<file path="src/design/pwv_map.svh">
// Purpose: register offsets, field positions and reset values of the pulse width block
// Assumes: word-wide register port with a four bit address
// Notes: definitions only, no logic
`ifndef PWV_MAP_SVH
`define PWV_MAP_SVH

// channel width buffers, one word each
`define PWV_OFS_CH1 4'h0
`define PWV_OFS_CH2 4'h1
`define PWV_OFS_CH3 4'h2
`define PWV_OFS_CH4 4'h3
// counter modulus buffer
`define PWV_OFS_MOD 4'h4
// control word holding the load okay bit
`define PWV_OFS_CTRL 4'h5
// read only view of the period counter
`define PWV_OFS_CNT 4'h6

// field positions in the control word
`define PWV_CTRL_LOAD_OKAY_BIT 0

// reset values
`define PWV_RST_WIDTH 16'h0000
`define PWV_RST_MOD 16'h0010
`define PWV_RST_WORD 16'h0000

`endif

</file>
<file path="src/design/pwv_pkg.sv">
// Purpose: shared types of the pulse width block
// Assumes: sixteen bit register words
// Notes: offsets and reset values live in pwv_map.svh
package pwv_pkg;
    // raw bus word
    typedef logic [15:0] pwv_word_t;
    // signed pulse width in channel clock periods
    typedef logic signed [15:0] pwv_width_t;
    // register address
    typedef logic [3:0] pwv_addr_t;
endpackage

</file>
<file path="src/design/pwv_channel_out.sv">
// Purpose: compare one channel's active width against the period counter
// Assumes: width and modulus only change at a load edge
// Notes: output registered, so it trails the counter by one cycle
`timescale 1ns/100ps
module pwv_channel_out (
    // clock and reset
    input wire logic i_clk_sys,
    input wire logic i_rst_n,
    // active settings and count
    input wire pwv_pkg::pwv_width_t i_width,
    input wire pwv_pkg::pwv_word_t i_modulus,
    input wire pwv_pkg::pwv_word_t i_count,
    // channel pin level
    output logic o_out
);
    import pwv_pkg::*;

    logic signed [16:0] width_ext;
    logic signed [16:0] mod_ext;
    logic level_d;
    logic out_q;

    // seventeen bits so a modulus with its top bit set stays positive
    assign width_ext = {i_width[15], i_width};
    assign mod_ext = {1'b0, i_modulus};

    // level decision for the current count
    always_comb begin
        if (width_ext <= 17'sh00000) begin
            level_d = 1'b0;
        end else if (width_ext >= mod_ext) begin
            level_d = 1'b1;
        end else begin
            level_d = (i_count < i_width[15:0]);
        end
    end

    always_ff @(posedge i_clk_sys) begin
        if (!i_rst_n) begin
            out_q <= 1'b0;
        end else begin
            out_q <= level_d;
        end
    end

    assign o_out = out_q;
endmodule

</file>
<file path="src/design/pwv_period_counter.sv">
// Purpose: free running period counter that marks the load cycle
// Assumes: one channel clock period per system clock
// Notes: a modulus of zero or one reloads on every cycle
`timescale 1ns/100ps
`include "pwv_map.svh"
module pwv_period_counter (
    // clock and reset
    input wire logic i_clk_sys,
    input wire logic i_rst_n,
    // active modulus
    input wire pwv_pkg::pwv_word_t i_modulus,
    // count and load cycle marker
    output pwv_pkg::pwv_word_t o_count,
    output logic o_load
);
    import pwv_pkg::*;

    pwv_word_t count_q;
    logic last_w;

    // last count of the period; tiny moduli collapse to a one cycle period
    assign last_w = (i_modulus <= 16'h0001) || (count_q >= (i_modulus - 16'h0001));
    assign o_load = last_w;
    assign o_count = count_q;

    // count 0 .. modulus-1, then wrap at the load edge
    always_ff @(posedge i_clk_sys) begin
        if (!i_rst_n) begin
            count_q <= `PWV_RST_WORD;
        end else if (last_w) begin
            count_q <= `PWV_RST_WORD;
        end else begin
            count_q <= count_q + 16'h0001;
        end
    end
endmodule

</file>
<file path="src/design/pwv_pulse_width_regs.sv">
// Purpose: buffered pulse width registers and outputs for channels one to four
// Assumes: register port master never asserts read and write together
// Notes: widths and modulus are adopted together at the load cycle
//
// Local design decisions: the address map and the plain strobed port.
`timescale 1ns/100ps
`include "pwv_map.svh"
module pwv_pulse_width_regs (
    // clock and reset
    input wire logic i_clk_sys,
    input wire logic i_rst_n,
    // register port
    input wire pwv_pkg::pwv_addr_t i_addr,
    input wire pwv_pkg::pwv_word_t i_wdata,
    input wire logic i_wr,
    input wire logic i_rd,
    output pwv_pkg::pwv_word_t o_rdata,
    // channel pins
    output logic o_channel_one_output,
    output logic o_channel_two_output,
    output logic o_channel_three_output,
    output logic o_channel_four_output
);
    import pwv_pkg::*;

    // buffered and active widths
    pwv_width_t buf_q [4];
    pwv_width_t act_q [4];
    // buffered and active modulus
    pwv_word_t mod_buf_q;
    pwv_word_t mod_act_q;
    // load okay flag
    logic load_okay_q;
    // period counter outputs
    pwv_word_t count_w;
    logic load_cyc_w;
    // pin levels per channel
    logic [3:0] ch_out_w;
    // registered read data
    pwv_word_t rdata_q;
    // decoded write target
    logic [2:0] wr_sel_w;
    logic ctrl_wr_w;
    logic load_now_w;

    // hit flag in bit 2, channel index below
    function automatic logic [2:0] chan_sel(input pwv_addr_t addr);
        logic [2:0] sel;
        sel = 3'h0;
        case (addr)
            `PWV_OFS_CH1: sel = 3'h4;
            `PWV_OFS_CH2: sel = 3'h5;
            `PWV_OFS_CH3: sel = 3'h6;
            `PWV_OFS_CH4: sel = 3'h7;
            default: sel = 3'h0;
        endcase
        return sel;
    endfunction

    // write decode
    assign wr_sel_w = chan_sel(i_addr);
    assign ctrl_wr_w = i_wr && (i_addr == `PWV_OFS_CTRL);
    assign load_now_w = load_cyc_w && load_okay_q;

    always_ff @(posedge i_clk_sys) begin
        if (!i_rst_n) begin
            for (int k = 0; k < 4; k++) begin
                buf_q[k] <= `PWV_RST_WIDTH;
            end
        end else if (i_wr && wr_sel_w[2]) begin
            buf_q[wr_sel_w[1:0]] <= pwv_width_t'(i_wdata);
        end
    end

    // modulus buffer, adopted alongside the widths
    always_ff @(posedge i_clk_sys) begin
        if (!i_rst_n) begin
            mod_buf_q <= `PWV_RST_MOD;
        end else if (i_wr && (i_addr == `PWV_OFS_MOD)) begin
            mod_buf_q <= i_wdata;
        end
    end

    // set by write, cleared by load
    // a software write in the load cycle wins, so a fresh one is never lost
    always_ff @(posedge i_clk_sys) begin
        if (!i_rst_n) begin
            load_okay_q <= 1'b0;
        end else if (ctrl_wr_w) begin
            load_okay_q <= i_wdata[`PWV_CTRL_LOAD_OKAY_BIT];
        end else if (load_now_w) begin
            load_okay_q <= 1'b0;
        end
    end

    // adopt buffers at load cycle
    // a buffer write in the same cycle misses this load and waits for the next
    always_ff @(posedge i_clk_sys) begin
        if (!i_rst_n) begin
            for (int k = 0; k < 4; k++) begin
                act_q[k] <= `PWV_RST_WIDTH;
            end
            mod_act_q <= `PWV_RST_MOD;
        end else if (load_now_w) begin
            for (int k = 0; k < 4; k++) begin
                act_q[k] <= buf_q[k];
            end
            mod_act_q <= mod_buf_q;
        end
    end

    // reads return buffers, the load okay flag or the period count
    // data stands only in the cycle after the strobe, zero otherwise
    always_ff @(posedge i_clk_sys) begin
        if (!i_rst_n) begin
            rdata_q <= `PWV_RST_WORD;
        end else if (i_rd) begin
            if (chan_sel(i_addr) != 3'h0) begin
                rdata_q <= pwv_word_t'(buf_q[i_addr[1:0]]);
            end else if (i_addr == `PWV_OFS_MOD) begin
                rdata_q <= mod_buf_q;
            end else if (i_addr == `PWV_OFS_CTRL) begin
                rdata_q <= {15'h0000, load_okay_q};
            end else if (i_addr == `PWV_OFS_CNT) begin
                rdata_q <= count_w;
            end else begin
                rdata_q <= `PWV_RST_WORD; // unmapped reads as zero
            end
        end else begin
            rdata_q <= `PWV_RST_WORD;
        end
    end

    assign o_rdata = rdata_q;

    // shared period counter for all four channels
    pwv_period_counter u_counter (
        .i_clk_sys(i_clk_sys),
        .i_rst_n(i_rst_n),
        .i_modulus(mod_act_q),
        .o_count(count_w),
        .o_load(load_cyc_w)
    );

    // one comparator per channel
    for (genvar g = 0; g < 4; g++) begin : gen_chan
        pwv_channel_out u_out (
            .i_clk_sys(i_clk_sys),
            .i_rst_n(i_rst_n),
            .i_width(act_q[g]),
            .i_modulus(mod_act_q),
            .i_count(count_w),
            .o_out(ch_out_w[g])
        );
    end

    // pin mapping
    assign o_channel_one_output = ch_out_w[0];
    assign o_channel_two_output = ch_out_w[1];
    assign o_channel_three_output = ch_out_w[2];
    assign o_channel_four_output = ch_out_w[3];

    for (genvar c = 0; c < 4; c++) begin : gen_chk

    end
endmodule

</file>
<file path="config.mk">
export PLATFORM = sky130hd
export DESIGN_NAME = pwv_pulse_width_regs
export DESIGN_NICKNAME = d
export VERILOG_FILES = /design/src/design/pwv_pkg.sv /design/src/design/pwv_channel_out.sv /design/src/design/pwv_period_counter.sv /design/src/design/pwv_pulse_width_regs.sv
export VERILOG_INCLUDE_DIRS = /design/src /design/src/design
export SDC_FILE = /design/constraint.sdc
export NUM_CORES = 1
export LEC_CHECK = 0
export BUFFER_PORTS_ARGS = -buffer_cell sky130_fd_sc_hd__buf_2
export CELL_PAD_IN_SITES_DETAIL_PLACEMENT = 1
export CELL_PAD_IN_SITES_GLOBAL_PLACEMENT = 1
export CORE_MARGIN = 3
export CORE_UTILIZATION = 56
export CTS_BUF_LIST = sky130_fd_sc_hd__clkbuf_4
export DETAILED_ROUTE_END_ITERATION = 16
export MAX_ROUTING_LAYER = met4
export PLACE_DENSITY_LB_ADDON = 0.1
export SLEW_MARGIN = 25
export SYNTH_ARGS = -nofsm -noshare
export SYNTH_HDL_FRONTEND = slang
export SYNTH_SLANG_ARGS = --single-unit
</file>
<file path="constraint.sdc">
create_clock -name i_clk_sys -period 7.5 [get_ports i_clk_sys]
set_input_delay 1.125 -clock i_clk_sys [delete_from_list [all_inputs] [get_ports i_clk_sys]]
set_output_delay 1.125 -clock i_clk_sys [all_outputs]
set_load 0.005 [all_outputs]
</file>
=== Yosys cells after proc, flatten, opt, wreduce, memory -nomap -nowiden ===
Memory sizes are Yosys's and may differ from the RTL's.
Cells that the tools add are included.

* Bits in registers: 69
* RAM bits: 128
* Input port bits: 24
* Output and inout bits: 20
* Logic and storage cells: 80
* Memories kept: 2

* Add/sub/neg operators: 2
* Magnitude comparators: 14
* Equality and inequality tests: 6
* Muxes and demuxes: 27
* Bitwise logic cells: 5
* Reductions and logical operators: 15

{| class="wikitable"
|+ Memory list
! memory !! words !! width !! rd ports !! clocked after memory_dff !! write ports !! RTL line !! text
|-
| act_q || 4 || 16 || 4 || 0 || 4 || pwv_pulse_width_regs.sv:28 || <nowiki>pwv_width_t act_q [4];</nowiki>
|-
| buf_q || 4 || 16 || 5 || 0 || 4 || pwv_pulse_width_regs.sv:27 || <nowiki>pwv_width_t buf_q [4];</nowiki>
|}

{| class="wikitable"
|+ Operator list
! kind !! number
|-
| 2-to-1 mux 16 bit || 9
|-
| less-or-equal comparator 16 x 1 -> 1 bit, second input constant || 5
|-
| >= comparator 16 x 17 -> 1 bit || 4
|-
| less-than comparator 16 bit || 4
|-
| adder 16 x 1 -> 16 bit, second input constant || 1
|-
| >= comparator 16 bit || 1
|-
| OR reduction 16 bit || 1
|-
| subtractor 16 x 1 -> 16 bit, second input constant || 1
|-
| 2-to-1 mux 1 bit || 14
|-
| == test 4 x 3 -> 1 bit, second input constant || 3
|-
| one-hot mux 3 bit (4 select lines) || 1
|-
| OR reduction 2 bit || 5
|-
| == test 4 x 2 -> 1 bit, second input constant || 2
|-
| 2-to-1 mux 3 bit || 2
|-
| == test 4 x 1 -> 1 bit, second input constant || 1
|-
| logical AND 1 bit || 4
|-
| zero test 4 bit || 1
|-
| OR 1 bit || 4
|-
| nonzero test 3 bit || 1
|-
| 2-to-1 mux 2 bit || 1
|-
| AND reduction 2 bit || 1
|-
| nonzero test 2 bit || 1
|-
| logical OR 1 bit || 1
|-
| inverter 1 bit || 1
|}

=== Logic depth before layout (Yosys ltp) ===
Gate-level depths: netlist of the first run.

* Depth after elaboration: 8
* Depth in mapped cells: 13
* Gate-level depth less buffers: 12

=== Cells and area by module ===
From an unflattened synthesis of the first run, not the netlist that was laid out.

* Cells, all modules: 1,173
* Area, all modules: 12,136.6 um^2

{| class="wikitable"
|+ Modules (own cells, without submodules)
! module !! times used !! cells an instance !! area each (um^2) !! seq. area each (um^2)
|-
| pwv_pulse_width_regs || 1 || 518 || 7,267.0 || 4,824.6
|-
| pwv_channel_out || 4 || 125 || 877.1 || 20.0
|-
| pwv_period_counter || 1 || 155 || 1,361.3 || 320.3
|}

=== Least setup slack after synthesis of the first run ===
OpenSTA, ideal clock, no wires.

* Kind: reg-to-reg
* Start: register mod_act_q[2]
* End: memory act_q[0][0] (netlist name), enable pin
* Setup time: 432 ps
* Arrival time: 4,044 ps
* Required time: 7,068 ps
* Setup slack: 3,024 ps
* Cell stages (with the launch flop): 13
* Path buffers: 0
* Period minus slack after synthesis: 4,476 ps
* Path through: dfxtp_1 > nor4_2 > and3_2 > nand2_1 > nor4_1 > xnor2_1 > ha_1 > o21a_1 > a21oi_1 > a21oi_1 > o21ai_2 > a21oi_4 > nand2b_1

{| class="wikitable"
|+ RTL lines
! element !! RTL line !! text
|-
| start, declared || pwv_pulse_width_regs.sv:31 || <nowiki>pwv_word_t mod_act_q;</nowiki>
|-
| start signal, assigned || pwv_pulse_width_regs.sv:103 || <nowiki>mod_act_q <= `PWV_RST_MOD;</nowiki>
|-
| start signal, assigned || pwv_pulse_width_regs.sv:108 || <nowiki>mod_act_q <= mod_buf_q;</nowiki>
|-
| end, declared || pwv_pulse_width_regs.sv:28 ||
|}

==> impl_metrics.yaml, run 1 <==
status:
  status: "finished, final reports clean"
worst_setup_path:
  cp-end-kind: "register"
  cp_num_buf_inv: 1
  cpMaxStageDelayCell: "nand2b_2"
  cp.arrival_ns: 5.06
  required_ns: 7.78
  crit_path_cell_trace: "nor4_2, and3_2, nand2_1, nor4_1, xnor2_1, ha_1, o21a_1, a21oi_1, a21oi_1, o21ai_2, a21oi_4, nand2b_2, buf_4"
  cp_max_fo: 40
  crit_top_cell: "a21oi_1"
  r2r_cells: 13
  worst_path_dominant_cell_family: "simple AND/OR/NAND/NOR gates"
  start_kind: "register"
  worstSetupPathType: "register to register"
  cp.depth: 13
  slowest_delay_ns: 0.65
power:
  p_leak_nw: 5.12
  powerDensity_mw_per_mm2: 171
  intPower_mw: 1.45
  swShare_pct: 31.3
  p_sw_mw: 0.661
  peakVddDrop_v: 0.000173
  clkPwrFrac_pct: 33.1
  power_frac_seq_pct: 58.6
  p_comb_share_pct: 8.3
die:
  dieArea_sq_mm: 0.0222
  rows: 51
  start_util_pct: 57.8
  ioPinCount: 44
  die_w_um: 149
  die_y_um: 149
  core-area_sq_mm: 0.0198
sta:
  finalCritPeriodShare_pct: 63.7
  clock_skew_ns: 0.0539
  fmax_mhz: 209
  maxSlewViolCount: 0
  slew_headroom_pct: 42.0
  hold_ws_ns: 0.482
  tightestPinTransition_ns: 0.869
  period_needed_ns: 4.78
  rsz0062_at_grt: "false"
  setup_tns_ns: 0
  hold_violations: 0
  finalSetupViolations: 0
detailed_routing:
  wl_per_cell_um: 25.2
  drc: 0
  drtIter0Drc: 794
  ant_nets: 0
  wirelength_um: 35800
  dr.pass1.iters: 7
  vias: 8849
  viasPerCell: 6.22
clocking:
  cts_tree: "yes"
  clk_pin_slew_worst_paths_ns: 0.22
  clock_path_buffers: 2
  cts_buffers: 17
  root_buffer: "clkbuf_4"
  h-tree-depth: 4
  ctsResizeCount: 0
  cts_num_sinks: 197
  cts_setup_buffers: 0
  ctsHoldBuffers: 0
  clock_latency_ns: 0.66
synthesis:
  yosysSeqAreaShare_pct: 45.7
  synth_top_area_share_pct: 33.6
  avgSynthCellArea_sq_um: 10.4
  synth_cells: 1100
  netlist_top_cells_area: "edfxtp_1 34%, ha_1 16%, dfxtp_1 12%"
  synth_edf_count: 128
  synth_ff_type: "edfxtp_1"
  syn-num-nets: 1271
  ys_seq_elements: 197
  syn_area_sq_mm: 0.0114
  synth_top_area_cell: "edfxtp_1"
  synth.distinct_cells: 53
  ys_async_sr_fraction_pct: 0
  synth_warnings: 0
min_path:
  min_path_cells: 2
  hp-class: "register to register"
place:
  dp.cells: 1390
  port_buffers: 43
  placed_cell_area_sq_mm: 0.0119
  place_congestion: 0.951
  dpl.hpwl_um: 27500
final_layout:
  mostFrequentLayoutCells: "147 x ha_1, 128 x edfxtp_1, 119 x nand2_1"
  fin_area_sq_mm: 0.0123
  seqCellArea_sq_mm: 0.00523
  syn2layout_area_growth_pct: 7.71
  drive_gt1_share_pct: 12.6
  fillers: 2170
  final_nets: 1315
  layout_commonest_cell: "ha_1"
  final_cells: 1423
  multi_input_area_sq_mm: 0.00568
flow_run:
  cap_violations: 0
grt:
  grt_pass1_vias: 9298
  overflow: 0
  antenna_found_initial: 1
  grt_max_degree: 65
  grt_first_pass_wirelength_um: 54600
  grtUsageTotal_pct: 34.0
[power by group through the flow]
stage	registers, mW	logic [mW]	clock network (mW)
global placement	1.25	0.162	0
global route	1.24	0.193	0.742
finish	1.23	0.175	0.699
floorplan	1.23	0.110	0
detailed placement	1.26	0.171	0
CTS	1.23	0.174	0.697
[cell families after synthesis]
kind of cell             after synthesis  share of synthesized area, %
AND/OR/NAND/NOR                      404                          17.5
flip-flops                           197                          45.7
AO/OA/AOI/OAI                        156                          9.24
adder cells (fa/ha/maj)              147                          16.1
buffers and inverters                135                          4.62
multiplexers                          34                          4.73
XOR/XNOR                              27                          2.07
[registers in the layout (all words and copies together), names as in the netlist]
name / cells
act_q: 64
buf_q: 64
mod_act_q: 16
mod_buf_q: 16
o_rdata: 16
u_counter.o_count: 16
gen_chan.u_out.o_out: 4
load_okay_q: 1
[metrics by stage]
stage	power, mW	utilization [%]	setup WS [ns]
after floorplan	1.35	-	3.02
after global placement	1.41	60.4	3.02
after detailed placement	1.43	60.4	2.82
after CTS	2.10	62.2	2.77
after global routing	2.17	62.2	2.42
final	2.11	62.2	2.72
[cells in the mapped netlist (2+ instances only)]
| master | count |
|---|---|
| and2_2 | 27 |
| buf_2 | 5 |
| and4_1 | 3 |
| and2_1 | 54 |
| a2111oi_0 | 2 |
| xnor2_1 | 17 |
| nand4_1 | 26 |
| edfxtp_1 | 128 |
| a211o_1 | 7 |
| mux4_2 | 16 |
| nor4_1 | 13 |
| nor3b_1 | 3 |
| a211oi_1 | 9 |
| a221oi_1 | 2 |
| nand3_1 | 26 |
| dfxtp_1 | 69 |
| a31oi_1 | 7 |
| o211ai_1 | 3 |
| nor2b_1 | 8 |
| nand2b_1 | 4 |
| nor2_1 | 96 |
| a21oi_1 | 58 |
| inv_1 | 102 |
| o2111ai_1 | 4 |
| mux2i_1 | 18 |
| a222oi_1 | 15 |
| xor2_1 | 10 |
| nand2_1 | 119 |
| and3_1 | 5 |
| clkbuf_1 | 21 |
| ha_1 | 147 |
| o21ai_0 | 27 |
| nor3_1 | 13 |
| clkbuf_2 | 6 |
| a31o_2 | 2 |
| and3_2 | 2 |
| o21a_1 | 3 |
| a21o_1 | 8 |
[layer usage]
metal	up-vias	global-route usage [%]	wire, um
li1	4014	-	-
met1	4386	43.4	14800
met2	376	56.3	17300
met3	73	5.01	2560
met4	0	11.2	1120
met5	-	-	0
[path summary, 6_finish.rpt]
| kind | from | endpoint | slack (ns) |
|---|---|---|---|
| setup / recovery | mod_act_q[2] | act_q[0][14] | 2.72 |
| hold / removal | mod_act_q[7] | mod_act_q[7] | 0.48 |
| setup reg to reg | mod_act_q[2] | act_q[0][14] | 2.72 |
| hold reg to reg | mod_act_q[7] | mod_act_q[7] | 0.48 |
[area by class of cell]
class	instances	area share (%)
Timing Repair Buffer	58	2.66
Tap cell	265	2.69
Multi-Input combinational cell	768	46.1
Clock inverter	15	1.88
Sequential cell	197	42.5
Antenna cell	1	0.0203
Clock buffer	17	1.04
Inverter	102	3.11
[worst register-to-register path, stage by stage (launching register included)]
cell	delay, ns
dfxtp_1	0.43
nor4_2	0.37
and3_2	0.31
nand2_1	0.16
nor4_1	0.27
xnor2_1	0.12
ha_1	0.32
o21a_1	0.12
a21oi_1	0.08
a21oi_1	0.18
o21ai_2	0.16
a21oi_4	0.64
nand2b_2	0.66
buf_4	0.57
No activity file was read; power rests on OpenSTA's default activity.
==> run 2: changes to the inputs <==
--- a/config.mk
+++ b/config.mk
@@ -10,7 +10,7 @@
 export CELL_PAD_IN_SITES_DETAIL_PLACEMENT = 1
 export CELL_PAD_IN_SITES_GLOBAL_PLACEMENT = 1
 export CORE_MARGIN = 3
-export CORE_UTILIZATION = 56
+export CORE_UTILIZATION = 47
 export CTS_BUF_LIST = sky130_fd_sc_hd__clkbuf_4
 export DETAILED_ROUTE_END_ITERATION = 16
 export MAX_ROUTING_LAYER = met4
==> constraint.sdc (replaced) <==
create_clock -name i_clk_sys -period 4.2 [get_ports i_clk_sys]
set_input_delay 0.63 -clock i_clk_sys [delete_from_list [all_inputs] [get_ports i_clk_sys]]
set_output_delay 0.63 -clock i_clk_sys [all_outputs]
set_load 0.005 [all_outputs]
==> impl_metrics.yaml, run 2 (synthesis results as in run 1) <==
sta:
  finalCritPeriodShare_pct: 90.8
  fmax_mhz: 262
  maxSlewViolCount: 0
  setup_tns_ns: 0
  clock_skew_ns: 0.0504
  hold_violations: 0
  rsz0062_at_grt: "false"
  slew_headroom_pct: 43.3
  finalSetupViolations: 0
  period_needed_ns: 3.81
  tightestPinTransition_ns: 0.850
final_layout:
  syn2layout_area_growth_pct: 9.65
  reg.largest.list: "act_q x64, buf_q x64"
  mostFrequentLayoutCells: "147 x ha_1, 128 x edfxtp_1, 119 x nand2_1"
  drive_gt1_share_pct: 14.2
  final_core_util_pct: 52.9
  final_nets: 1336
  layout_commonest_cell: "ha_1"
  fillers: 2705
detailed_routing:
  wirelength_um: 36000
  route.met3.wl_um: 2350
  dr_wl_met2_um: 16700
  drc: 0
  maxUsedRoutingLayer: "met4"
  dr.pass1.iters: 7
  drtIter0Drc: 785
  viasPerCell: 5.87
  ant_nets: 0
  wl_per_cell_um: 24.0
  vias: 8790
  wl_met1_um: 16000
worst_setup_path:
  crit_path_cell_trace: "nor4_2, and3_2, nand2_1, nor4_1, xnor2_1, ha_1, o21a_1, a21oi_1, a21oi_1, o21ai_2, a21oi_4, nand2b_2, buf_4"
  worstSetupPathType: "register to register"
  crit_top_cell: "a21oi_1"
  start_kind: "register"
  cp_max_fo: 64
  r2r-start: "mod_act_q[2]"
  slowest_delay_ns: 0.64
  cp.arrival_ns: 4.07
  startpoint: "mod_act_q[2]"
  cpMaxStageDelayCell: "buf_4"
  required_ns: 4.46
  cp-end-kind: "register"
flow_run:
  cap_violations: 0
clocking:
  clock_latency_ns: 0.65
  ctsResizeCount: 0
  clk_pin_slew_worst_paths_ns: 0.21
  ctsHoldBuffers: 0
  cts_num_sinks: 197
  h-tree-depth: 4
  clock_path_buffers: 2
  cts_setup_buffers: 0
  cts_tree: "yes"
  cts_buffers: 17
  root_buffer: "clkbuf_4"
grt:
  antenna_found_initial: 1
  grt_max_degree: 65
  grt_first_pass_wirelength_um: 55000
  grtUsageTotal_pct: 28.9
  grt_pass1_vias: 9321
  overflow: 0
die:
  start_util_pct: 48.2
  die_w_um: 162
  core-area_sq_mm: 0.0237
  rows: 56
  ioPinCount: 44
  die_y_um: 162
  dieArea_sq_mm: 0.0262
place:
  dpl.hpwl_um: 27700
  port_buffers: 43
  place_congestion: 0.897
power:
  p_leak_nw: 5.23
  powerDensity_mw_per_mm2: 299
  peakVddDrop_v: 0.000216
status:
  status: "finished, final reports clean"
min_path:
  hp-class: "input port to register"
  hold_start: "i_addr[3]"
run 2: cell types whose count changed in the layout (fill, tap and decap cells not counted):
| cell | change |
|---|---|
| clkinv_8 | -2 |
| inv_6 | -2 |
| inv_12 | +2 |
| inv_16 | -1 |
| inv_8 | +3 |
| buf_4 | +21 |
run 2: layer usage:
layer / up-vias / GRT usage, %
li1: 4061 / -
met1: 4381 / 38.7
met2: 287 / 45.4
met3: 61 / 4.57
met4: 0 / 9.15
met5: - / -
run 2: area by class of cell:
type                            instances  area (sq um)  area share (%)
Multi-Input combinational cell        768          5680            45.3
Sequential cell                       197          5230            41.7
Clock inverter                         15           228            1.82
Tap cell                              319           399            3.19
Inverter                              102           383            3.06
Timing Repair Buffer                   79           485            3.88
Antenna cell                            1          2.50          0.0200
Clock buffer                           17           128            1.02
run 2: final timing paths:
kind	depth (start not counted)	slack, ns	to
worst max-delay path	13	0.39	act_q[0][12]
worst max register to register	13	0.39	act_q[0][12]
worst min register to register	2	0.49	mod_act_q[7]
worst min-delay path	2	0.17	o_rdata[0]
run 2: worst max-delay path: cells and delay by family, from the launching register on:
family                   cells  cell delay, ns
AO/OA/AOI/OAI                5            0.69
XOR/XNOR                     1            0.11
adder cells (fa/ha/maj)      1            0.31
buffers and inverters        1            0.64
flip-flops                   1            0.42
AND/OR/NAND/NOR              5            1.20
run 2: power breakdown:
part	switching (mW)	internal (mW)	total, mW	leakage [nW]
combinational	0.191	0.122	0.312	3.21
clock	0.895	0.337	1.23	0.187
sequential	0.0713	2.13	2.20	1.83
run 2: per-stage QoR:
step                power, mW  setup WS, ns  instance area, sq um  std cells  hold slack [ns]
finish                   3.75         0.388                 12500       1498            0.172
global route             3.89        0.0215                 12500       1498            0.132
CTS                      3.78         0.397                 12500       1497            0.152
detailed placement       2.56         0.437                 12200       1465            0.463
global placement         2.54         0.519                 12200       1465            0.448
floorplan                2.40         0.438                 11400       1100            0.435
==> run 3: changes to the inputs <==
--- a/config.mk
+++ b/config.mk
@@ -6,11 +6,12 @@
 export SDC_FILE = /design/constraint.sdc
 export NUM_CORES = 1
 export LEC_CHECK = 0
+export ABC_AREA = 1
 export BUFFER_PORTS_ARGS = -buffer_cell sky130_fd_sc_hd__buf_2
 export CELL_PAD_IN_SITES_DETAIL_PLACEMENT = 1
 export CELL_PAD_IN_SITES_GLOBAL_PLACEMENT = 1
 export CORE_MARGIN = 3
-export CORE_UTILIZATION = 47
+export CORE_UTILIZATION = 49
 export CTS_BUF_LIST = sky130_fd_sc_hd__clkbuf_4
 export DETAILED_ROUTE_END_ITERATION = 16
 export MAX_ROUTING_LAYER = met4
==> constraint.sdc (replaced) <==
create_clock -name i_clk_sys -period 4.1 [get_ports i_clk_sys]
set_input_delay 0.615 -clock i_clk_sys [delete_from_list [all_inputs] [get_ports i_clk_sys]]
set_output_delay 0.615 -clock i_clk_sys [all_outputs]
set_load 0.005 [all_outputs]
==> impl_metrics.yaml, run 3 <==
place:
  port_buffers: 43
  placed_cell_area_sq_mm: 0.0127
  dp.cells: 1824
  dpl.hpwl_um: 32600
  place_congestion: 0.943
worst_setup_path:
  cp.arrival_ns: 4.13
  cpMaxStageDelayCell: "dfxtp_1"
  rrSetupSlack_ns: 0.27
  cp_max_fo: 54
  worst_path_dominant_cell_family: "simple AND/OR/NAND/NOR gates"
  required_ns: 4.40
  cp-end-kind: "register"
  start_kind: "register"
  worstSetupPathType: "register to register"
  crit_top_cell: "inv_1"
  crit_path_cell_trace: "inv_1, ha_1, nand4_1, nor3_2, nand3_1, xor2_1, inv_1, ha_1, nand2_1, inv_1, o21ai_0, a21oi_1, nor2_2, nand2_4, nand2_4, nand2_2, buf_12"
  slowest_delay_ns: 0.37
  cp_num_buf_inv: 4
clocking:
  cts_num_sinks: 197
  ctsHoldBuffers: 0
  clock_latency_ns: 0.64
  clock_path_buffers: 2
  clk_pin_slew_worst_paths_ns: 0.21
  cts_setup_buffers: 0
  cts_buffers: 17
  root_buffer: "clkbuf_4"
  cts_tree: "yes"
  h-tree-depth: 4
synthesis:
  synth_edf_count: 128
  ys_async_sr_fraction_pct: 0
  synth_top_area_cell: "edfxtp_1"
  netlist_top_cells_area: "edfxtp_1 32%, ha_1 15%, dfxtp_1 11%"
  synth_ff_type: "edfxtp_1"
  synth_warnings: 0
  yosysMostFrequentCell: "inv_1"
  synth_cells: 1474
  ys_seq_elements: 197
  syn-num-nets: 1645
  synth_top_area_share_pct: 31.8
  yosysSeqAreaShare_pct: 43.2
  syn_area_sq_mm: 0.0121
  avgSynthCellArea_sq_um: 8.21
  synth.distinct_cells: 35
  synth_common_cells: "268 x inv_1, 251 x nand2_1, 214 x nor2_1"
final_layout:
  mostFrequentLayoutCells: "268 x inv_1, 250 x nand2_1, 214 x nor2_1"
  final_nets: 1696
  fillers: 2976
  final_core_util_pct: 54.8
  final_cells: 1859
  layout_commonest_cell: "inv_1"
  syn2layout_area_growth_pct: 8.18
  reg.largest.list: "act_q x64, buf_q x64"
  fin_area_sq_mm: 0.0131
  drive_gt1_share_pct: 7.54
grt:
  grt_first_pass_wirelength_um: 62100
  grt_pass1_vias: 10500
  grtUsageTotal_pct: 32.6
  overflow: 0
  antenna_found_initial: 2
  grt_max_degree: 65
sta:
  setup_tns_ns: 0
  maxSlewViolCount: 0
  rsz0062_at_grt: "false"
  period_needed_ns: 3.83
  fmax_mhz: 261
  hold_violations: 0
  finalCritPeriodShare_pct: 93.3
  finalSetupViolations: 0
  clock_skew_ns: 0.0520
  slew_headroom_pct: 30.0
  tightestPinTransition_ns: 1.05
detailed_routing:
  vias: 10400
  viasPerCell: 5.60
  drc: 0
  dr_wl_met2_um: 18800
  ant_nets: 0
  wl_met1_um: 18700
  dr.pass1.iters: 9
  maxUsedRoutingLayer: "met4"
  drtIter0Drc: 810
  wirelength_um: 42000
  wl_per_cell_um: 22.6
  route.met3.wl_um: 2900
die:
  core-area_sq_mm: 0.0239
  ioPinCount: 44
  die_w_um: 163
  rows: 56
  start_util_pct: 50.6
  die_y_um: 163
  dieArea_sq_mm: 0.0266
status:
  status: "finished, final reports clean"
power:
  peakVddDrop_v: 0.000215
  p_leak_nw: 6.14
  powerDensity_mw_per_mm2: 290
flow_run:
  cap_violations: 0
min_path:
  hp-class: "input port to register"
run 3: worst paths after layout:
| path | from | end | depth (start not counted) |
|---|---|---|---|
| hold reg to reg | mod_act_q[9] | mod_act_q[9] | 2 |
| setup reg to reg | mod_act_q[1] | act_q[3][13] | 17 |
| hold / removal | i_wdata[15] | mod_buf_q[15] | 3 |
| setup / recovery | mod_act_q[1] | act_q[3][13] | 17 |
run 3: logic make-up after synthesis:
kind of cell,count (synthesis),share of synthesized area (%)
AND/OR/NAND/NOR,617,21.7
AO/OA/AOI/OAI,187,8.59
flip-flops,197,43.2
buffers and inverters,308,10.0
XOR/XNOR,18,1.30
adder cells (fa/ha/maj),147,15.2
run 3: layout make-up:
| type | instances | area, sq um | area share [%] |
|---|---|---|---|
| antenna | 2 | 5.00 | 0.0382 |
| clock inverter | 15 | 195 | 1.49 |
| tap | 319 | 399 | 3.05 |
| multi-input combinational | 970 | 5700 | 43.5 |
| timing repair buffer | 69 | 423 | 3.23 |
| sequential | 197 | 5230 | 39.9 |
| clock buffer | 17 | 128 | 0.975 |
| inverter | 270 | 1010 | 7.74 |
run 3: routing by layer:
layer  global-route usage [%]  vias to the layer above
li1                         -                     4968
met3                     4.36                       75
met4                     12.2                        0
met5                        -                        -
met1                     44.4                     5001
met2                     49.9                      363
run 3: where the power goes:
part / leakage [nW] / internal [mW] / total [mW] / switching, mW
combinational: 4.13 / 0.115 / 0.381 / 0.266
sequential: 1.83 / 2.18 / 2.25 / 0.0686
clock: 0.173 / 0.328 / 1.16 / 0.830
run 3: timing repair:
action	CTS	global route
setup endpoints to repair	0	118
hold endpoints to repair	0	0
gates resized for setup	0	2
run 3: worst register-to-register path, cell delays in order (launching register included):
cell,delay (ns)
dfxtp_1,0.37
inv_1,0.27
ha_1,0.30
nand4_1,0.18
nor3_2,0.30
nand3_1,0.14
xor2_1,0.18
inv_1,0.07
ha_1,0.27
nand2_1,0.05
inv_1,0.06
o21ai_0,0.08
a21oi_1,0.17
nor2_2,0.11
nand2_4,0.25
nand2_4,0.20
nand2_2,0.20
buf_12,0.29
run 3: metrics by stage:
step / hold slack (ns) / power [mW] / setup slack [ns]
after CTS: 0.186 / 3.79 / 0.0791
after global placement: 0.444 / 2.65 / 0.446
final: 0.209 / 3.79 / 0.274
after floorplan: 0.430 / 2.49 / 0.438
after detailed placement: 0.462 / 2.67 / 0.135
after global routing: 0.196 / 3.91 / 0.0283
